--- config.mk ---
export PLATFORM = sky130hd
export DESIGN_NAME = rsq_top
export DESIGN_NICKNAME = d
export VERILOG_FILES = /design/src/rtl/rsq_pkg.sv /design/src/rtl/rsq_top.sv /design/src/rtl/rsq_sync.sv
export VERILOG_INCLUDE_DIRS = /design/src /design/src/rtl
export SDC_FILE = /design/constraint.sdc
export NUM_CORES = 1
export LEC_CHECK = 0
export BUFFER_PORTS_ARGS = -buffer_cell sky130_fd_sc_hd__buf_2
export CAP_MARGIN = 20
export CORE_ASPECT_RATIO = 1.1
export CORE_MARGIN = 2
export CORE_UTILIZATION = 60
export CTS_CLUSTER_DIAMETER = 80
export CTS_CLUSTER_SIZE = 40
export DETAILED_ROUTE_END_ITERATION = 6
export GPL_TIMING_DRIVEN = 1
export HOLD_SLACK_MARGIN = 0.1
export PLACE_DENSITY = 0.79
export SLEW_MARGIN = 0
export SYNTH_ARGS = -nofsm -noshare
export SYNTH_HDL_FRONTEND = slang
export SYNTH_SLANG_ARGS = --single-unit
--- constraint.sdc ---
create_clock -name CLK -period 3.65 [get_ports CLK]
set_input_delay 0.1825 -clock CLK [delete_from_list [all_inputs] [get_ports CLK]]
set_output_delay 0.1825 -clock CLK [all_outputs]
set_load 0.05 [all_outputs]
--- src/rtl/rsq_consts.svh ---
`ifndef RSQ_CONSTS_SVH
`define RSQ_CONSTS_SVH

// Control register numbers on the frame serial link
`define RSQ_REG_IRQ_RISE 4'h2
`define RSQ_REG_IRQ_FALL 4'h3
`define RSQ_REG_CTRL 4'hA
`define RSQ_REG_RESULT 4'hB

// Field positions
`define RSQ_IRQ_CONV_BIT 11
`define RSQ_CTRL_START_BIT 15
`define RSQ_CTRL_SYNC_BIT 0
`define RSQ_CTRL_MUX_LSB 2
`define RSQ_MUX_W 3
`define RSQ_RES_VALID_BIT 15
`define RSQ_RES_W 10

// Frame bit positions, bit 0 first on the wire
`define RSQ_BIT_ADDR_LAST 7'h14
`define RSQ_BIT_WRITE 7'h15
`define RSQ_BIT_DATA_FIRST 7'h30
`define RSQ_BIT_LAST 7'h3F
`define RSQ_BIT_IDLE 7'h40

// Reset values
`define RSQ_RESULT_RST 10'h000
`define RSQ_MUX_RST 3'h0

// Timing in link clock cycles
`define RSQ_CONV_LINK_CYC 16
`define RSQ_SETTLE_LINK_CYC 64

`endif

--- src/rtl/rsq_pkg.sv ---
package rsq_pkg;
    // Sequencer states
    typedef enum logic [1:0] {
        RSQ_IDLE = 2'b00,
        RSQ_SETTLE = 2'b01,
        RSQ_WAIT_TRIG = 2'b10,
        RSQ_CONVERT = 2'b11
    } rsq_state_t;
endpackage

--- src/rtl/rsq_top.sv ---
`timescale 1ns/100ps
`include "rsq_consts.svh"
// How it works
// - Free start, same mux: result readable in the next frame.
// - Free start, mux changed: settle first, result in second frame.
// - A second start mode begins conversion on a trigger pin rise.
// - In trigger mode a start bit 0 to 1 only arms the converter.
// - Trigger mode also settles when mux changes with the start.
// - Trigger rises during settling are ignored.
// - After settling the first trigger rise starts the conversion.
// - On completion the result goes into register 11.
// - Completion raises interrupts enabled by bits in registers 2, 3.
// - Result reads zero from start or arm until completion.
// - Valid flag drops at start, rises when result is stored.
// - Settling and conversion count rising edges of the link clock pin.
// - Read data returns in the same frame as the read request.
module rsq_top
    import rsq_pkg::*;
#(
    parameter int CONV_CYC = `RSQ_CONV_LINK_CYC,
    parameter int SETTLE_CYC = `RSQ_SETTLE_LINK_CYC
) (
    input wire logic CLK,
    input wire logic RESET_N,
    input wire logic LINK_CLOCK_PIN,
    input wire logic FRAME_SYNC_PIN,
    input wire logic LINK_DIN_PIN,
    input wire logic CONV_TRIGGER_PIN,
    input wire logic [`RSQ_RES_W-1:0] CONV_DATA_IN,
    output logic LINK_DOUT_PIN,
    output logic LINK_DOUT_OE,
    output logic [`RSQ_MUX_W-1:0] CONV_MUX_SEL,
    output logic CONV_HOLD,
    output logic CONV_DONE_RISE_IRQ,
    output logic CONV_DONE_FALL_IRQ
);
    logic [3:0] pin_lvl;
    logic [3:0] pin_rise;
    logic [3:0] pin_fall;
    logic [`RSQ_RES_W-1:0] adc_lvl;
    logic lk_rise;
    logic lk_fall;
    logic sync_lvl;
    logic din_lvl;
    logic trig_rise;
    logic [6:0] bit_cnt_ff;
    logic [6:0] nxt_bit;
    logic [15:0] rx_ff;
    logic [3:0] addr_ff;
    logic wr_ff;
    logic [15:0] rd_data_ff;
    logic dout_ff;
    logic oe_ff;
    logic wr_commit;
    logic [15:0] wdata;
    logic irq_rise_en_ff;
    logic irq_fall_en_ff;
    logic start_ff;
    logic sync_mode_ff;
    logic [`RSQ_MUX_W-1:0] mux_ff;
    logic [`RSQ_MUX_W-1:0] new_mux;
    logic start_evt;
    logic mux_chg;
    logic new_sync;
    rsq_state_t state_ff;
    logic trig_mode_ff;
    logic [6:0] seq_cnt_ff;
    logic done;
    logic [`RSQ_RES_W-1:0] result_ff;
    logic valid_ff;
    logic hold_ff;
    logic rise_irq_ff;
    logic fall_irq_ff;

    // Pin synchronisers: link clock, frame sync, data in, trigger
    rsq_sync #(.W(4)) u_pins (
        .clk(CLK),
        .reset_n(RESET_N),
        .pin_in({CONV_TRIGGER_PIN, LINK_DIN_PIN, FRAME_SYNC_PIN,
                 LINK_CLOCK_PIN}),
        .level(pin_lvl),
        .rise(pin_rise),
        .fall(pin_fall)
    );

    // Comparator result from the analogue side
    rsq_sync #(.W(`RSQ_RES_W)) u_data (
        .clk(CLK),
        .reset_n(RESET_N),
        .pin_in(CONV_DATA_IN),
        .level(adc_lvl),
        .rise(),
        .fall()
    );

    assign lk_rise = pin_rise[0];
    assign lk_fall = pin_fall[0];
    assign sync_lvl = pin_lvl[1];
    assign din_lvl = pin_lvl[2];
    assign trig_rise = pin_rise[3];

    // Register read decode
    function automatic logic [15:0] read_reg(input logic [3:0] a);
        logic [15:0] d;
        d = 16'h0000;
        case (a)
            `RSQ_REG_IRQ_RISE: d[`RSQ_IRQ_CONV_BIT] = irq_rise_en_ff;
            `RSQ_REG_IRQ_FALL: d[`RSQ_IRQ_CONV_BIT] = irq_fall_en_ff;
            `RSQ_REG_CTRL: begin
                d[`RSQ_CTRL_START_BIT] = start_ff;
                d[`RSQ_CTRL_SYNC_BIT] = sync_mode_ff;
                d[`RSQ_CTRL_MUX_LSB +: `RSQ_MUX_W] = mux_ff;
            end
            `RSQ_REG_RESULT: begin
                d[`RSQ_RES_VALID_BIT] = valid_ff;
                d[`RSQ_RES_W-1:0] = result_ff;
            end
            default: d = 16'h0000;
        endcase
        return d;
    endfunction

    // Index of the bit that the coming rising link edge opens
    assign nxt_bit = sync_lvl ? 7'h00 :
        ((bit_cnt_ff < `RSQ_BIT_IDLE) ? bit_cnt_ff + 7'h01 : bit_cnt_ff);

    // Frame bit counter and output bit, moved on rising link edges
    always_ff @(posedge CLK) begin
        if (!RESET_N) begin
            bit_cnt_ff <= `RSQ_BIT_IDLE;
            dout_ff <= 1'b0;
            oe_ff <= 1'b0;
        end else if (lk_rise) begin
            bit_cnt_ff <= nxt_bit;
            oe_ff <= (nxt_bit < `RSQ_BIT_IDLE);
            if (nxt_bit >= `RSQ_BIT_DATA_FIRST && nxt_bit < `RSQ_BIT_IDLE)
                dout_ff <= rd_data_ff[4'(`RSQ_BIT_LAST - nxt_bit)];
            else
                dout_ff <= 1'b0;
        end
    end

    // Input bits sampled on falling link edges; read data latched early
    always_ff @(posedge CLK) begin
        if (!RESET_N) begin
            rx_ff <= 16'h0000;
            addr_ff <= 4'h0;
            wr_ff <= 1'b0;
            rd_data_ff <= 16'h0000;
        end else if (lk_fall && bit_cnt_ff < `RSQ_BIT_IDLE) begin
            rx_ff <= {rx_ff[14:0], din_lvl};
            if (bit_cnt_ff == `RSQ_BIT_ADDR_LAST)
                addr_ff <= {rx_ff[2:0], din_lvl};
            if (bit_cnt_ff == `RSQ_BIT_WRITE) begin
                wr_ff <= din_lvl;
                rd_data_ff <= read_reg(addr_ff);
            end
        end
    end

    // Write takes effect after the last data bit of the frame
    assign wr_commit = lk_fall && wr_ff && (bit_cnt_ff == `RSQ_BIT_LAST);
    assign wdata = {rx_ff[14:0], din_lvl};
    assign new_mux = wdata[`RSQ_CTRL_MUX_LSB +: `RSQ_MUX_W];
    assign new_sync = wdata[`RSQ_CTRL_SYNC_BIT];
    assign start_evt = wr_commit && (addr_ff == `RSQ_REG_CTRL) &&
        wdata[`RSQ_CTRL_START_BIT] && !start_ff;
    assign mux_chg = (new_mux != mux_ff);

    // Writable control and interrupt enable bits
    always_ff @(posedge CLK) begin
        if (!RESET_N) begin
            irq_rise_en_ff <= 1'b0;
            irq_fall_en_ff <= 1'b0;
            start_ff <= 1'b0;
            sync_mode_ff <= 1'b0;
            mux_ff <= `RSQ_MUX_RST;
        end else if (wr_commit) begin
            case (addr_ff)
                `RSQ_REG_IRQ_RISE: irq_rise_en_ff <= wdata[`RSQ_IRQ_CONV_BIT];
                `RSQ_REG_IRQ_FALL: irq_fall_en_ff <= wdata[`RSQ_IRQ_CONV_BIT];
                `RSQ_REG_CTRL: begin
                    start_ff <= wdata[`RSQ_CTRL_START_BIT];
                    sync_mode_ff <= new_sync;
                    mux_ff <= new_mux;
                end
                default: ;
            endcase
        end
    end

    assign done = (state_ff == RSQ_CONVERT) && lk_rise &&
        (seq_cnt_ff == 7'(CONV_CYC - 1));

    // Start/stop sequencer, counting rising link edges
    always_ff @(posedge CLK) begin
        if (!RESET_N) begin
            state_ff <= RSQ_IDLE;
            trig_mode_ff <= 1'b0;
            seq_cnt_ff <= 7'h00;
        end else if (start_evt) begin
            trig_mode_ff <= new_sync;
            seq_cnt_ff <= 7'h00;
            if (mux_chg)
                state_ff <= RSQ_SETTLE;
            else if (new_sync)
                state_ff <= RSQ_WAIT_TRIG;
            else
                state_ff <= RSQ_CONVERT;
        end else begin
            unique case (state_ff)
                RSQ_IDLE: ;
                RSQ_SETTLE: begin
                    // Trigger edges are not looked at here
                    if (lk_rise) begin
                        if (seq_cnt_ff == 7'(SETTLE_CYC - 1)) begin
                            seq_cnt_ff <= 7'h00;
                            state_ff <= trig_mode_ff ? RSQ_WAIT_TRIG
                                                     : RSQ_CONVERT;
                        end else begin
                            seq_cnt_ff <= seq_cnt_ff + 7'h01;
                        end
                    end
                end
                RSQ_WAIT_TRIG: begin
                    if (trig_rise)
                        state_ff <= RSQ_CONVERT;
                end
                RSQ_CONVERT: begin
                    if (done) begin
                        seq_cnt_ff <= 7'h00;
                        state_ff <= RSQ_IDLE;
                    end else if (lk_rise) begin
                        seq_cnt_ff <= seq_cnt_ff + 7'h01;
                    end
                end
            endcase
        end
    end

    // Result register: zero while busy, loaded at completion
    always_ff @(posedge CLK) begin
        if (!RESET_N) begin
            result_ff <= `RSQ_RESULT_RST;
            valid_ff <= 1'b0;
        end else if (start_evt) begin
            result_ff <= `RSQ_RESULT_RST;
            valid_ff <= 1'b0;
        end else if (done) begin
            result_ff <= adc_lvl;
            valid_ff <= 1'b1;
        end
    end

    // Registered pin and analogue side outputs, completion pulses
    always_ff @(posedge CLK) begin
        if (!RESET_N) begin
            hold_ff <= 1'b0;
            rise_irq_ff <= 1'b0;
            fall_irq_ff <= 1'b0;
        end else begin
            hold_ff <= (state_ff == RSQ_CONVERT);
            rise_irq_ff <= done && irq_rise_en_ff;
            fall_irq_ff <= done && irq_fall_en_ff;
        end
    end

    assign LINK_DOUT_PIN = dout_ff;
    assign LINK_DOUT_OE = oe_ff;
    assign CONV_MUX_SEL = mux_ff;
    assign CONV_HOLD = hold_ff;
    assign CONV_DONE_RISE_IRQ = rise_irq_ff;
    assign CONV_DONE_FALL_IRQ = fall_irq_ff;

    // Checks on the sequencer and register contents
    property p_valid_drop;
        @(posedge CLK) disable iff (!RESET_N)
        start_evt |=> !valid_ff;
    endproperty
    a_valid_drop: assert property (p_valid_drop)
        else $error("valid flag not cleared at start");

    property p_result_zero;
        @(posedge CLK) disable iff (!RESET_N)
        start_evt |=> (result_ff == `RSQ_RESULT_RST) && !valid_ff;
    endproperty
    a_result_zero: assert property (p_result_zero)
        else $error("result not zero after start");

    property p_store;
        @(posedge CLK) disable iff (!RESET_N)
        done && !start_evt |=> valid_ff && result_ff == $past(adc_lvl);
    endproperty
    a_store: assert property (p_store)
        else $error("result not stored at completion");

    property p_settle_ignore;
        @(posedge CLK) disable iff (!RESET_N)
        state_ff == RSQ_SETTLE && trig_rise && !start_evt && !lk_rise
            |=> state_ff == RSQ_SETTLE;
    endproperty
    a_settle_ignore: assert property (p_settle_ignore)
        else $error("trigger acted during settling");

    property p_trig_start;
        @(posedge CLK) disable iff (!RESET_N)
        state_ff == RSQ_WAIT_TRIG && trig_rise && !start_evt
            |=> state_ff == RSQ_CONVERT ##1 hold_ff;
    endproperty
    a_trig_start: assert property (p_trig_start)
        else $error("trigger rise did not start conversion");

    property p_arm;
        @(posedge CLK) disable iff (!RESET_N)
        start_evt && new_sync && !mux_chg |=> state_ff == RSQ_WAIT_TRIG;
    endproperty
    a_arm: assert property (p_arm)
        else $error("trigger mode start did not arm");

    property p_free_start;
        @(posedge CLK) disable iff (!RESET_N)
        start_evt && !new_sync && !mux_chg |=> state_ff == RSQ_CONVERT;
    endproperty
    a_free_start: assert property (p_free_start)
        else $error("free start did not convert at once");

    property p_settle;
        @(posedge CLK) disable iff (!RESET_N)
        start_evt && mux_chg |=> state_ff == RSQ_SETTLE && seq_cnt_ff == 0;
    endproperty
    a_settle: assert property (p_settle)
        else $error("mux change did not settle");

    property p_irq;
        @(posedge CLK) disable iff (!RESET_N)
        done && irq_rise_en_ff |=> CONV_DONE_RISE_IRQ ##1 !CONV_DONE_RISE_IRQ;
    endproperty
    a_irq: assert property (p_irq)
        else $error("completion interrupt missing");

    property p_link_paced;
        @(posedge CLK) disable iff (!RESET_N)
        state_ff == RSQ_CONVERT && !lk_rise && !start_evt
            |=> $stable(seq_cnt_ff);
    endproperty
    a_link_paced: assert property (p_link_paced)
        else $error("conversion count moved without link edge");

    property p_read_same;
        @(posedge CLK) disable iff (!RESET_N)
        lk_fall && bit_cnt_ff == `RSQ_BIT_WRITE && addr_ff == `RSQ_REG_RESULT
            |=> rd_data_ff[`RSQ_RES_W-1:0] == $past(result_ff);
    endproperty
    a_read_same: assert property (p_read_same)
        else $error("read data not latched in frame");
endmodule

--- src/rtl/rsq_sync.sv ---
`timescale 1ns/100ps
module rsq_sync #(
    parameter int W = 1
) (
    input wire logic clk,
    input wire logic reset_n,
    input wire logic [W-1:0] pin_in,
    output logic [W-1:0] level,
    output logic [W-1:0] rise,
    output logic [W-1:0] fall
);
    logic [W-1:0] stage1_ff;
    logic [W-1:0] stage2_ff;
    logic [W-1:0] prev_ff;

    // Two flops against metastability, third one for edge finding
    always_ff @(posedge clk) begin
        if (!reset_n) begin
            stage1_ff <= '0;
            stage2_ff <= '0;
            prev_ff <= '0;
        end else begin
            stage1_ff <= pin_in;
            stage2_ff <= stage1_ff;
            prev_ff <= stage2_ff;
        end
    end

    // Edges are seen from the second stage onward only
    assign level = stage2_ff;
    assign rise = stage2_ff & ~prev_ff;
    assign fall = ~stage2_ff & prev_ff;
endmodule

==> reports/qor.txt, run 1 <==
status = completed
Clock Path Buffers = 2
vias per cell = 5.44
final instance area = 0.00470 mm²
unrepaired setup endpoints after global routing = no
Final ANT Viol Nets = 0
flop2flop setup slack = 1.18 ns
period utilisation layout = 67.6%
Post-CTS Setup Inserts = 0
H-Tree Depth = 3
n_diodes = 0
Reg clk slew, reported paths = 0.11 ns
layout cells sized above 1 = 12.9%
DRT iter0 DRCs = 198
VDD IR max = 0.330 mV
# port buffers = 23
combinational share of power = 3.1%
nets = 508
global-route wire length before repair = 13,700 µm
Static Leak = 1.69 nW
yosys warns = 0
area share of fa/ha/maj cells after synthesis = 2.37%
top fanout value on the critical path = 13
Synth Net Count = 482
#FFs+latches synth = 102
Yosys cell types = 54
critical path arrival = 2.70 ns
Worst Setup Slack, final = 1.18 ns
core region area = 0.00693 mm²
Hold Fails Final Rpt = 0
Root Driver = clkbuf_8
worst path required time = 3.88 ns
clk_lat worst skew = 0.38 ns
MaxCap Viol Count = 0
sequential power share = 58.2%
f_max = 405 MHz
Rel. slew slack = 50.6%
xor/xnor cell area share of the yosys netlist = 2.28%
Worst Path Class, Setup = flop to flop
reg2reg end = seq_cnt_ff[6]$_SDFFE_PP0P_
largest family of logic cells by synthesized area = simple AND/OR/NAND/NOR gates
total gr overflow = 0
power density over the cells = 415 mW/mm²
ys flop type = dfxtp_1
Synth Area in Compound Gates = 12.9%
post-layout min period = 2.47 ns
largest net degree at the start of global routing = 52
R2R depth = 7
final setup fails = 0
initial antenna violation count = 0
vias after detailed routing = 3,121
DP HPWL = 5300 µm
Async SR Flop Fraction = 0%
simple-gate share of the synthesized area = 26.5%
Max Slew Vio Count = 0
Avg Cell Area, Syn = 9.23 µm²
DP Worst Slack = 1.26 ns
total die area = 0.00773 mm²
area of placed instances = 0.00435 mm²
register area share after synthesis = 48.3%
Core Rows = 32
switching share of power = 23.3%
net load switching power = 455 µW
Placer Congestion = 0.819
cell area after synthesis = 0.00423 mm²
Tightest Hold Check Type = input pin to flop
Worst setup EP type = flop
Startpoint Class = flop
area delta synth->final = 11.2%
Horiz. Die Dim = 84.0 µm
Worst Setup EP = seq_cnt_ff[6]$_SDFFE_PP0P_
io pins = 24
most frequent cells in the layout = 102 x dfxtp_1, 80 x nand2_1, 34 x and2_1
Initial Util = 61.0%
Critical Path Source = bit_cnt_ff[0]$_SDFFE_PN0N_
total CTS buffers = 9
post-synthesis mux area share = 3.94%
Worst Tran Pin Value = 0.735 ns
RR Startpoint = bit_cnt_ff[0]$_SDFFE_PN0N_
post-synthesis cell count = 458
chip height = 92.0 µm
clock share of power = 38.7%
GRT Total Usage = 21.9%
Total Routed Length = 7960 µm
Final Skew = 0.0159 ns
drt first pass iters = 4
setup TNS = 0 ns
DRC Markers = 0
drt wl/cell = 13.9 µm
clock sink count = 102
internal cell power = 1.49 mW
commonest non-fill, non-tap cell in the layout = dfxtp_1
CTS tree = yes
EDFF count, synth = 0
number of global-route vias before repair = 2,947
synth_stat cells (all sizes together) (2+ instances only):
cell type,n,area share [%]
dfxtp,102,48
nand2,81,7.3
and2,35,5.2
a21boi,31,5.9
nor2,25,2.2
a21oi,20,2.4
nand3,18,2.1
clkbuf,17,1.6
o21ai,13,1.5
mux2i,11,2.6
inv,10,0.89
nor2b,10,1.5
ha,8,2.4
buf,7,1.2
nor3b,7,2.0
xnor2,6,1.2
a221oi,5,1.3
xor2,5,1.0
and3,4,0.59
mux2,3,0.80
nand2b,3,0.44
nand3b,3,0.53
nand4,3,0.44
nand4b,3,0.62
nor3,3,0.36
nor4,3,1.2
a31oi,2,0.30
o211ai,2,0.36
o31ai,2,0.36
or2,2,0.30
or3,2,0.30
final cells by class:
class | instances | area, µm²
Fill cell | 551 | 2230
Sequential cell | 102 | 2040
Multi-Input combinational cell | 322 | 2030
Timing Repair Buffer | 39 | 270
Clock buffer | 9 | 124
Tap cell | 85 | 106
Clock inverter | 7 | 87.6
Inverter | 10 | 37.5
critical path, stage by stage, from the launching register on:
cell,delay (ns)
dfxtp_1,0.48
ha_1,0.24
nand2_1,0.06
nor2_1,0.24
and4_1,0.44
nand3b_1,0.29
nand2_1,0.48
a21oi_1,0.08
kinds of logic after synthesis:
kind of cell | after synthesis
xor+xnor | 11
simple gates | 209
mux | 15
buf+inv | 34
flops | 102
compound gates | 79
fa+ha+maj | 8
sequential cells by signal, indices dropped and copies added (netlist names), 2 cells and up:
| register | flops |
|---|---|
| rx_ff | 15 |
| rd_data_ff | 12 |
| result_ff | 10 |
| u_data.level | 10 |
| u_data.stage1_ff | 10 |
| bit_cnt_ff | 7 |
| seq_cnt_ff | 7 |
| addr_ff | 4 |
| u_pins.level | 4 |
| u_pins.stage1_ff | 4 |
| CONV_MUX_SEL | 3 |
| state_ff | 2 |
| u_pins.prev_ff | 2 |
what timing repair did:
item                       in CTS  in global routing
hold endpoints to repair       14                  0
setup endpoints to repair       0                  0
hold buffers                   14                  0
resized for setup               0                  0
per-layer routing:
metal	GRT usage, %	routed length, µm
met1	28.2	3770
met2	36.4	3770
met3	3.96	282
met4	8.60	135
met5	0	0
how the worst min path moves through the flow:
stage                                from                              to  cells after the start
after CTS                         RESET_N          rx_ff[14]$_SDFFE_PN0P_                      2
after global placement    CONV_DATA_IN[2]  u_data.stage1_ff[2]$_SDFF_PN0_                      2
final                             RESET_N          rx_ff[14]$_SDFFE_PN0P_                      2
after floorplan           CONV_DATA_IN[0]  u_data.stage1_ff[0]$_SDFF_PN0_                      1
after global routing              RESET_N          rx_ff[14]$_SDFFE_PN0P_                      2
after detailed placement  CONV_DATA_IN[3]  u_data.stage1_ff[3]$_SDFF_PN0_                      2
power groups by stage:
| stage | combinational (mW) | clock (mW) | sequential [mW] |
|---|---|---|---|
| 5_1_grt | 0.0664 | 0.814 | 1.14 |
| 3_3_place_gp | 0.0470 | 0 | 1.16 |
| 4_1_cts | 0.0600 | 0.764 | 1.14 |
| 2_1_floorplan | 0.0345 | 0 | 1.16 |
| 6_report | 0.0604 | 0.754 | 1.14 |
| 3_5_place_dp | 0.0487 | 0 | 1.16 |
stage by stage:
stage,cells,hold WS [ns],utilization (%),power (mW)
after floorplan,458,0.310,-,1.19
after global placement,544,0.387,62.7,1.21
after detailed placement,544,0.393,62.7,1.21
after CTS,574,0.379,67.8,1.96
after global routing,574,0.426,67.8,2.02
final,574,0.381,67.8,1.95
Power figures use the tool's default switching activity.
==> run 2: changes to the inputs <==
--- a/config.mk
+++ b/config.mk
@@ -10,13 +10,13 @@
 export CAP_MARGIN = 20
 export CORE_ASPECT_RATIO = 1.1
 export CORE_MARGIN = 2
-export CORE_UTILIZATION = 60
+export CORE_UTILIZATION = 54
 export CTS_CLUSTER_DIAMETER = 80
 export CTS_CLUSTER_SIZE = 40
 export DETAILED_ROUTE_END_ITERATION = 6
 export GPL_TIMING_DRIVEN = 1
 export HOLD_SLACK_MARGIN = 0.1
-export PLACE_DENSITY = 0.79
+export PLACE_DENSITY = 0.75
 export SLEW_MARGIN = 0
 export SYNTH_ARGS = -nofsm -noshare
 export SYNTH_HDL_FRONTEND = slang
==> constraint.sdc (replaced) <==
create_clock -name CLK -period 2 [get_ports CLK]
set_input_delay 0.1 -clock CLK [delete_from_list [all_inputs] [get_ports CLK]]
set_output_delay 0.1 -clock CLK [all_outputs]
set_load 0.05 [all_outputs]
==> run 2 against run 1 <==
Total power grew 76%. Largest cell class is now multi-input gates. Sequential power grew 82%. Highest routed layer unchanged. Die area grew 11%. Clock power grew 64%. Critical endpoint is now rd_data_ff[2]$_SDFFE_PN0P_. Critical path type unchanged. Design area grew 3.4%.
==> reports/qor.txt, run 2 (synthesized netlist as in run 1, its figures left out) <==
Placed Instances = 578
post-layout min period = 1.88 ns
Worst Setup Slack, final = 0.117 ns
clock share of power = 36.1%
Core Rows = 33
Most flops, register = rx_ff
vias per cell = 5.12
combinational share of power = 3.4%
most frequent cells in the layout = 98 x dfxtp_1, 80 x nand2_1, 34 x and2_1
largest registers = rx_ff (15), rd_data_ff (12)
DRC Markers = 0
Total Routed Length = 7820 µm
CTS tree = yes
Worst Tran Pin Value = 0.474 ns
nets = 523
Placer Congestion = 0.881
Reg clk slew, reported paths = 0.11 ns
power density over the cells = 705 mW/mm²
largest net degree at the start of global routing = 42
clock sink count = 102
critical path arrival = 2.14 ns
area delta synth->final = 14.9%
DRT iter0 DRCs = 147
unrepaired setup endpoints after global routing = no
max FFs per register = 15
H-Tree Depth = 3
total gr overflow = 0
initial antenna violation count = 0
Worst setup EP type = flop
vias after detailed routing = 3,116
Hold Fails Final Rpt = 0
Clock Path Buffers = 2
Cell Count, Final, Fillers Out = 609
number of global-route vias before repair = 2,918
global-route wire length before repair = 13,100 µm
Worst Path Class, Setup = flop to flop
Tightest Hold Check Type = input pin to flop
io pins = 24
period utilisation layout = 94.1%
Startpoint Class = flop
Root Driver = clkbuf_8
commonest non-fill, non-tap cell in the layout = dfxtp_1
drt first pass iters = 4
MaxCap Viol Count = 0
Max Slew Vio Count = 0
total die area = 0.00855 mm²
final setup fails = 0
Static Leak = 1.76 nW
DP HPWL = 5410 µm
layout cells sized above 1 = 17.1%
VDD IR max = 0.481 mV
status = completed
drt wl/cell = 12.8 µm
n_diodes = 0
f_max = 531 MHz
sequential power share = 60.5%
DP Worst Slack = 0.0701 ns
GRT Total Usage = 19.2%
switching share of power = 23.8%
Final Util = 64.6%
Rel. slew slack = 68.4%
chip height = 96.8 µm
Horiz. Die Dim = 88.3 µm
Final ANT Viol Nets = 0
internal cell power = 2.61 mW
total CTS buffers = 9
setup TNS = 0 ns
net load switching power = 816 µW
Final Skew = 0.0153 ns
clk_lat worst skew = 0.36 ns
Initial Util = 56.2%
# port buffers = 23
worst path required time = 2.25 ns
core region area = 0.00751 mm²
top fanout value on the critical path = 6
==> run 2: cell type report <==
type                    count  area, µm²
clock buffers               9        124
clock inverters             7       66.3
fillers                   643       2660
inverters                  10       37.5
multi-input cells         322       2050
flip-flops and latches    102       2050
well taps                 105        131
repair buffers             54        395
==> run 2: metrics by stage <==
step / cell area, µm² / total power, mW / hold WS, ns
5_1_grt: 4860 / 3.55 / 0.227
3_3_place_gp: 4490 / 2.21 / 0.305
6_report: 4860 / 3.42 / 0.212
4_1_cts: 4820 / 3.45 / 0.205
2_1_floorplan: 4230 / 2.18 / 0.227
3_5_place_dp: 4490 / 2.21 / 0.309
==> run 2: final timing paths <==
path	from	end	slack, ns	cells past startpoint
hold / removal	RESET_N	LINK_DOUT_OE$_SDFFE_PN0N_	0.21	3
hold reg to reg	u_data.level[4]$_SDFF_PN0_	result_ff[4]$_SDFFE_PP0N_	0.43	2
setup / recovery	u_pins.level[0]$_SDFF_PN0_	rd_data_ff[2]$_SDFFE_PN0P_	0.12	5
setup reg to reg	u_pins.level[0]$_SDFF_PN0_	rd_data_ff[2]$_SDFFE_PN0P_	0.12	5
==> run 2: critical path: stages (launching register included) <==
cell and delay [ns]:
dfxtp_1 0.40, or3b_1 0.43, nor4_4 0.34, nand2_2 0.17, a221oi_1 0.36, nor3b_2 0.08
==> run 2: layer usage <==
layer / GRT usage [%] / wire length [µm] / vias to the layer above
li1: - / - / 1625
met1: 26.0 / 3790 / 1430
met2: 30.2 / 3640 / 51
met3: 4.61 / 283 / 10
met4: 5.94 / 104 / 0
met5: 0 / 0 / -
==> run 2: what timing repair did <==
| action | 4_1_cts | 5_1_grt |
|---|---|---|
| setup buffers | 0 | 1 |
| hold buffers | 14 | 0 |
| endpoints found under the hold margin | 14 | 0 |
| resized for setup | 0 | 9 |
| endpoints found under the setup margin | 0 | 20 |
==> run 2: power groups by stage <==
stage,clock [mW],sequential [mW],combinational (mW)
after floorplan,0,2.12,0.0630
after global placement,0,2.12,0.0939
after detailed placement,0,2.12,0.0966
after CTS,1.26,2.07,0.117
after global routing,1.35,2.08,0.130
final,1.24,2.07,0.117
